--- config.mk ---
export PLATFORM = sky130hd
export DESIGN_NAME = vrc_config
export DESIGN_NICKNAME = d
export VERILOG_FILES = /design/src/design/vrc_pkg.sv /design/src/design/vrc_reset_ctl.sv /design/src/design/vrc_config.sv
export SDC_FILE = /design/constraint.sdc
export NUM_CORES = 1
export LEC_CHECK = 0
export CORE_MARGIN = 4
export CORE_UTILIZATION = 55
export DETAILED_ROUTE_END_ITERATION = 16
export DONT_BUFFER_PORTS = 1
export GPL_TIMING_DRIVEN = 1
export HOLD_SLACK_MARGIN = 0.02
export PLACE_DENSITY_LB_ADDON = 0.15
export REMOVE_ABC_BUFFERS = 1
export SETUP_SLACK_MARGIN = 0.5
export SKIP_CTS_REPAIR_TIMING = 1
export SYNTH_ARGS = -nofsm -noshare
export SYNTH_HDL_FRONTEND = slang
export SYNTH_SLANG_ARGS = --single-unit
--- constraint.sdc ---
create_clock -name CLK_I -period 1.8 [get_ports CLK_I]
set_input_delay 0.54 -clock CLK_I [delete_from_list [all_inputs] [get_ports CLK_I]]
set_output_delay 0.54 -clock CLK_I [all_outputs]
set_load 0.01 [all_outputs]
--- src/design/vrc_pkg.sv ---
// Purpose: Shared constants and types for the output-reset, overvoltage and address config block
// Assumes: Word-wide register access by command code, decoded upstream of this block
// Notes: Threshold codes are indexes handed to analog trim, not voltages
package vrc_pkg;
  // ****************************************
  // Command codes
  // ****************************************
  localparam logic [7:0] CMD_OPTIONS = 8'hd2;   // Options register command
  localparam logic [7:0] CMD_BUS_ADDR = 8'hd3;  // Bus address register command
  localparam logic [7:0] CMD_STORE_ALL = 8'h15; // Store all user settings
  // ****************************************
  // Field positions
  // ****************************************
  localparam int OPT_DIVIDER_BIT = 4;
  localparam int OPT_RST_HI_BIT = 3;
  localparam int OPT_RST_EN_BIT = 2;
  localparam int OPT_OV_SEL_BIT = 1;
  localparam int OPT_OV_DIS_BIT = 0;
  localparam int ADDR_PRI_LSB = 8;
  localparam int ADDR_PRI_MSB = 14;
  // ****************************************
  // Masks and reset values
  // ****************************************
  localparam logic [15:0] OPT_WR_MASK = 16'h000f;  // Bit 4 is strap-only
  localparam logic [15:0] ADDR_WR_MASK = 16'h7f7f; // Bits 15 and 7 read zero
  localparam logic [6:0] ADDR_RESET = 7'h00;
  // Mantissa codes of the loop-scale register
  localparam logic [3:0] MANT_8 = 4'h8;
  localparam logic [3:0] MANT_4 = 4'h4;
  localparam logic [3:0] MANT_2 = 4'h2;
  localparam logic [3:0] MANT_1 = 4'h1;

  // Live option settings driven to the analog side
  typedef struct packed {
    logic divider_sel;
    logic rst_hi_sel;
    logic rst_en;
    logic ov_sel;
    logic ov_dis;
  } vrc_opt_t;

  // Word transaction from the bus engine
  typedef struct packed {
    logic wr;
    logic rd;
    logic [7:0] cmd;
    logic [15:0] data;
  } vrc_req_t;

  // Fixed OV threshold index: 0..3 low set, 4..7 high set, 7 max
  typedef enum logic [1:0] {OV_IDLE, OV_ARMED} vrc_ovst_t;
endpackage

--- src/design/vrc_reset_ctl.sv ---
// Purpose: Output-reset pin handling that requests a move to the boot voltage
// Assumes: Pin level is synchronous to CLK_I and already filtered
// Notes: A level-low pin while enabled holds the boot request high
`timescale 1ns/100ps
module vrc_reset_ctl (
  // Clock and reset
  input wire logic clk_i,
  input wire logic reset_i,
  input wire logic ce_i,
  // Control
  input wire logic enable_i,
  input wire logic pin_low_i,
  // Result
  output logic boot_req_o,
  output logic boot_start_o
);
  logic boot_reg;
  logic boot_next;
  logic start_reg;
  logic start_next;

  // Boot request follows the pin only while enabled; start pulses on the rise
  always_comb begin
    boot_next = enable_i & pin_low_i;
    start_next = boot_next & ~boot_reg;
  end

  // Request registers
  always_ff @(posedge clk_i or posedge reset_i) begin
    if (reset_i) begin
      boot_reg <= 1'b0;
      start_reg <= 1'b0;
    end else if (ce_i) begin
      boot_reg <= boot_next;
      start_reg <= start_next;
    end
  end

  assign boot_req_o = boot_reg;
  assign boot_start_o = start_reg;
endmodule

--- src/design/vrc_config.sv ---
// Purpose: Options and bus address registers of a buck controller
// Assumes: Word reads and writes arrive decoded as command plus data
// Notes: Address changes only take effect after store and supply reset
`timescale 1ns/100ps
module vrc_config (
  // Clock and reset
  input wire logic CLK_I,
  input wire logic RESET_I,
  input wire logic CE_I,
  // Power-up restore from non-volatile memory
  input wire logic RESTORE_I,
  input wire logic [15:0] NVM_OPT_I,
  input wire logic [6:0] NVM_ADDR_I,
  input wire logic DIVIDER_STRAP_I,
  // Register access
  input wire vrc_pkg::vrc_req_t REQ_I,
  output logic [15:0] RDATA_O,
  output logic RVALID_O,
  // Pins and analog side
  input wire logic ADDR_PIN_LOW_I,
  input wire logic [3:0] LOOP_MANT_I,
  output vrc_pkg::vrc_opt_t OPT_O,
  output logic [2:0] OV_THRESH_O,
  output logic OV_FAULT_EN_O,
  output logic BOOT_REQ_O,
  output logic BOOT_START_O,
  output logic [6:0] ACTIVE_ADDR_O,
  output logic [6:0] STORED_ADDR_O
);
  // ****************************************
  // State
  // ****************************************
  vrc_pkg::vrc_opt_t opt_reg, opt_next;
  logic [6:0] addr_reg, addr_next;
  logic [6:0] active_reg, active_next;
  logic [6:0] stored_reg, stored_next;
  logic [15:0] rdata_reg, rdata_next;
  logic rvalid_reg, rvalid_next;
  logic strap_reg, strap_next;
  logic [2:0] ov_reg, ov_next;
  logic wr_opt, wr_addr, do_store;

  // Decode of word transactions
  assign wr_opt = REQ_I.wr && (REQ_I.cmd == vrc_pkg::CMD_OPTIONS);
  assign wr_addr = REQ_I.wr && (REQ_I.cmd == vrc_pkg::CMD_BUS_ADDR);
  assign do_store = REQ_I.wr && (REQ_I.cmd == vrc_pkg::CMD_STORE_ALL);

  // Next register values
  always_comb begin
    opt_next = opt_reg;
    addr_next = addr_reg;
    active_next = active_reg;
    stored_next = stored_reg;
    strap_next = strap_reg;
    rdata_next = rdata_reg;
    rvalid_next = 1'b0;
    if (RESTORE_I) begin
      // Supply reset: restore and take stored address into use
      strap_next = DIVIDER_STRAP_I;
      opt_next.rst_hi_sel = NVM_OPT_I[vrc_pkg::OPT_RST_HI_BIT];
      opt_next.rst_en = NVM_OPT_I[vrc_pkg::OPT_RST_EN_BIT];
      opt_next.ov_sel = NVM_OPT_I[vrc_pkg::OPT_OV_SEL_BIT];
      opt_next.ov_dis = NVM_OPT_I[vrc_pkg::OPT_OV_DIS_BIT];
      addr_next = NVM_ADDR_I;
      stored_next = NVM_ADDR_I;
      active_next = NVM_ADDR_I;
    end else begin
      if (wr_opt) begin
        // Bit 4 and upper bits dropped, low four stored
        opt_next.rst_hi_sel = REQ_I.data[vrc_pkg::OPT_RST_HI_BIT];
        opt_next.rst_en = REQ_I.data[vrc_pkg::OPT_RST_EN_BIT];
        opt_next.ov_sel = REQ_I.data[vrc_pkg::OPT_OV_SEL_BIT];
        opt_next.ov_dis = REQ_I.data[vrc_pkg::OPT_OV_DIS_BIT];
      end
      if (wr_addr) begin
        // Only primary field kept; secondary mirrors it, bits 15 and 7 dropped
        addr_next = REQ_I.data[vrc_pkg::ADDR_PRI_MSB:vrc_pkg::ADDR_PRI_LSB];
      end
      if (do_store) begin
        stored_next = addr_reg;
      end
      if (REQ_I.rd) begin
        rvalid_next = 1'b1;
        case (REQ_I.cmd)
          vrc_pkg::CMD_OPTIONS: begin
            rdata_next = {11'h000, strap_reg, opt_reg.rst_hi_sel, opt_reg.rst_en,
              opt_reg.ov_sel, opt_reg.ov_dis};
          end
          vrc_pkg::CMD_BUS_ADDR: begin
            rdata_next = {1'b0, addr_reg, 1'b0, addr_reg};
          end
          default: begin
            rdata_next = 16'h0000;
          end
        endcase
      end
    end
    opt_next.divider_sel = strap_next;
  end

  // Fixed OV threshold index from mantissa and select bit
  always_comb begin
    case (LOOP_MANT_I)
      vrc_pkg::MANT_8: ov_next = {opt_reg.ov_sel, 2'h0};
      vrc_pkg::MANT_4: ov_next = {opt_reg.ov_sel, 2'h1};
      vrc_pkg::MANT_2: ov_next = {opt_reg.ov_sel, 2'h2};
      vrc_pkg::MANT_1: ov_next = {opt_reg.ov_sel, 2'h3};
      default: ov_next = {opt_reg.ov_sel, 2'h3};
    endcase
  end

  // Register stage
  always_ff @(posedge CLK_I or posedge RESET_I) begin
    if (RESET_I) begin
      opt_reg <= '0;
      addr_reg <= vrc_pkg::ADDR_RESET;
      active_reg <= vrc_pkg::ADDR_RESET;
      stored_reg <= vrc_pkg::ADDR_RESET;
      strap_reg <= 1'b0;
      rdata_reg <= 16'h0000;
      rvalid_reg <= 1'b0;
      ov_reg <= 3'h0;
    end else if (CE_I) begin
      opt_reg <= opt_next;
      addr_reg <= addr_next;
      active_reg <= active_next;
      stored_reg <= stored_next;
      strap_reg <= strap_next;
      rdata_reg <= rdata_next;
      rvalid_reg <= rvalid_next;
      ov_reg <= ov_next;
    end
  end

  // Output-reset pin handling
  vrc_reset_ctl u_reset_ctl (
    .clk_i(CLK_I),
    .reset_i(RESET_I),
    .ce_i(CE_I),
    .enable_i(opt_reg.rst_en),
    .pin_low_i(ADDR_PIN_LOW_I),
    .boot_req_o(BOOT_REQ_O),
    .boot_start_o(BOOT_START_O)
  );

  // Outputs
  assign RDATA_O = rdata_reg;
  assign RVALID_O = rvalid_reg;
  assign OPT_O = opt_reg;
  assign OV_THRESH_O = ov_reg;
  assign OV_FAULT_EN_O = ~opt_reg.ov_dis;
  assign ACTIVE_ADDR_O = active_reg;
  assign STORED_ADDR_O = stored_reg;
endmodule

==> run metrics <==
most used flip-flop cell after synthesis dfrtp_1; Port-buffer cells 0; Final period util 90.9%; Max Slew Vio Count 0; CP cell instances or3b_4, o41ai_4, buf_4, mux2_4; htree depth 2; clk_skew 0.0105 ns; initial antenna violation count 0; CTS buffer count 5; WP buf/inv 1; critical path depth 4; Critical R2R Launch addr_reg[1]; WL final 4.64 mm; Fillers 290; total global routing overflow 0; worst setup path start REQ_I[19]; Hold WS 0.113 ns; Crit path arrival time 1.82 ns; startpoint types primary input; placed insts 223; Synth Area in XOR/XNOR 0.824%; std cell rows 22; post-route cell area 2450 µm²; Tot GR Track Use 19.0%; register share of total power 53.2%; share of cells above drive strength 1 35.8%; Max-Cap Viols 0; post-synthesis sequential area ratio 51.8%; Post-DP HPWL 3.40 mm; Synth Area per Inst 11.9 µm²; Clk pwr share 32.5%; most frequent cells in the layout dfrtp_1, inv_1, o21ai_0, mux2_4, nand2_1; post-synthesis adder-cell area fraction 0%; Distinct cells, synth 30; vias per cell 5.71; final-report setup violation count 0; CP peak stage delay 0.43 ns; IO Pins 101; global-route wire length before repair 7.42 mm; Starting Density 57.6%; Final GP Congestion 0.785; clock buffer depth 2; Sink Count 44; Post-Synthesis Cells 179; DRC 0; dominant cell type by area after synthesis dfrtp_1; GR Util met3 7.05%; M2 GR Usage 32.4%; fin cells 235; drt initial violations 83; Post-synth EDFFs 0; kind of critical path primary input to flop; area growth from synthesis to layout 15.3%; via count 1343; cell family contributing the most delay on the critical path simple AND/OR/NAND/NOR gates; post-synthesis compound-gate area fraction 12.1%; dpl cell area 2210 µm²; CP Capture Type flop; switching power 0.636 mW; CTS tree yes; f_max 0.611 GHz; core area 3690 µm²; commonest non-fill, non-tap cell in the layout dfrtp_1; final hold viol count 0; synthesized area 2130 µm²; hold crit path type primary input to async pin; max FFs per register 12; Logic pwr share 14.3%; CP max-delay cell or3b_4; CTS Root Cell clkbuf_8; Critical Path Sink OPT_O[2]; drt first pass iters 4; worst skew pair latency 0.30 ns; Net Sw Frac 26.9%; vias in the first global route 1463; FF-to-FF path depth 3; RSZ-0062 raised after global routing yes; Yosys warning count 0; Die W 70.2 µm; setup slack, reg-to-reg 0.84 ns; Routed WL per cell 19.7 µm; crit-path max FO 4; VDD IR-drop max 0.542 mV; DIE HEIGHT 70.2 µm; leakage power 1.17 nW; power density cells 964 nW/µm²; largest net degree at the start of global routing 28; met1 Track Usage GR 22.2%; ranking of synthesized cells by area dfrtp_1, mux2_2, mux2_4; status complete, no violations; share of flip-flops with an asynchronous set or reset 100%; Die ar. 4920 µm²; area fraction of the dominant cell type after synthesis 51.8%; Reg clk slew, reported paths 0.09 ns; busiest grt layer met2; nets 245; Internal 1.73 mW; #FFs+latches synth 44; FF-to-FF End STORED_ADDR_O[1]; Post-Synth Simple-Gate Area 7.00%; Final min period 1.64 ns; Ant. Diodes 0; largest family of logic cells by synthesized area multiplexers; mux cell area share after synthesis 19.9%; Routed Antenna Nets 0; worst path required time 1.98 ns
-- worst min-delay path by stage --
| stage | startpoint | to | cells after the start |
|---|---|---|---|
| finish | RESET_I | strap_reg | 1 |
| global route | RESET_I | OPT_O[3] | 1 |
| CTS | RESET_I | OPT_O[0] | 1 |
| detailed placement | RESET_I | strap_reg | 1 |
| global placement | RESET_I | strap_reg | 1 |
| floorplan | addr_reg[5] | RDATA_O[13] | 1 |
-- per-layer routing --
layer | part of all wire (%) | routed length (µm)
met5 | 0 | 0
met4 | 0.99 | 46
met3 | 9.5 | 440
met2 | 50 | 2320
met1 | 39 | 1830
-- area by class of cell --
class,count,area [µm²],area share (%)
Sequential cell,44,1100,45.0
Multi-Input combinational cell,101,938,38.3
Timing Repair Buffer,15,161,6.59
Inverter,19,71.3,2.91
Clock buffer,5,68.8,2.81
Tap cell,48,60.1,2.45
Clock inverter,3,47.5,1.94
-- logic make-up (layout without fill, tap and decap cells) --
| kind of cell | after synthesis | after routing |
|---|---|---|
| muxes | 36 | 36 |
| and+or+nand+nor | 27 | 27 |
| DFF | 44 | 44 |
| xor gates and xnor gates | 2 | 2 |
| AOI/OAI and AO/OA | 34 | 34 |
| other | 1 | 2 |
| buffers and inverters | 35 | 42 |
-- power groups by stage --
stage / Sequential (mW) / Combinational, mW / Clock [mW]
3_3_place_gp: 1.27 / 0.281 / 0
2_1_floorplan: 1.24 / 0.233 / 0
6_report: 1.26 / 0.338 / 0.768
5_1_grt: 1.28 / 0.372 / 0.822
3_5_place_dp: 1.28 / 0.295 / 0
4_1_cts: 1.26 / 0.297 / 0.783
-- stage by stage --
| stage | setup WS, ns | TNS (ns) | util (%) | total power, mW |
|---|---|---|---|---|
| after floorplan | -0.157 | -2.45 | - | 1.47 |
| after global placement | -0.169 | -2.96 | 59.8 | 1.55 |
| after detailed placement | -0.210 | -3.89 | 59.8 | 1.57 |
| after CTS | 0.107 | 0 | 63.0 | 2.34 |
| after global routing | 0.126 | 0 | 66.5 | 2.47 |
| final | 0.163 | 0 | 66.5 | 2.36 |
-- synthesized netlist by cell type (all sizes together), types with 2 or more instances --
| cell | instances |
|---|---|
| nor2 | 2 |
| nand2 | 14 |
| inv | 19 |
| a21oi | 2 |
| o21ai | 16 |
| xnor2 | 2 |
| a22o | 7 |
| nand3 | 2 |
| dfrtp | 44 |
| buf | 11 |
| clkbuf | 5 |
| o31ai | 6 |
| mux2 | 29 |
| mux2i | 7 |
| nor3 | 2 |
Note: power is estimated with default switching activity, not from simulation.
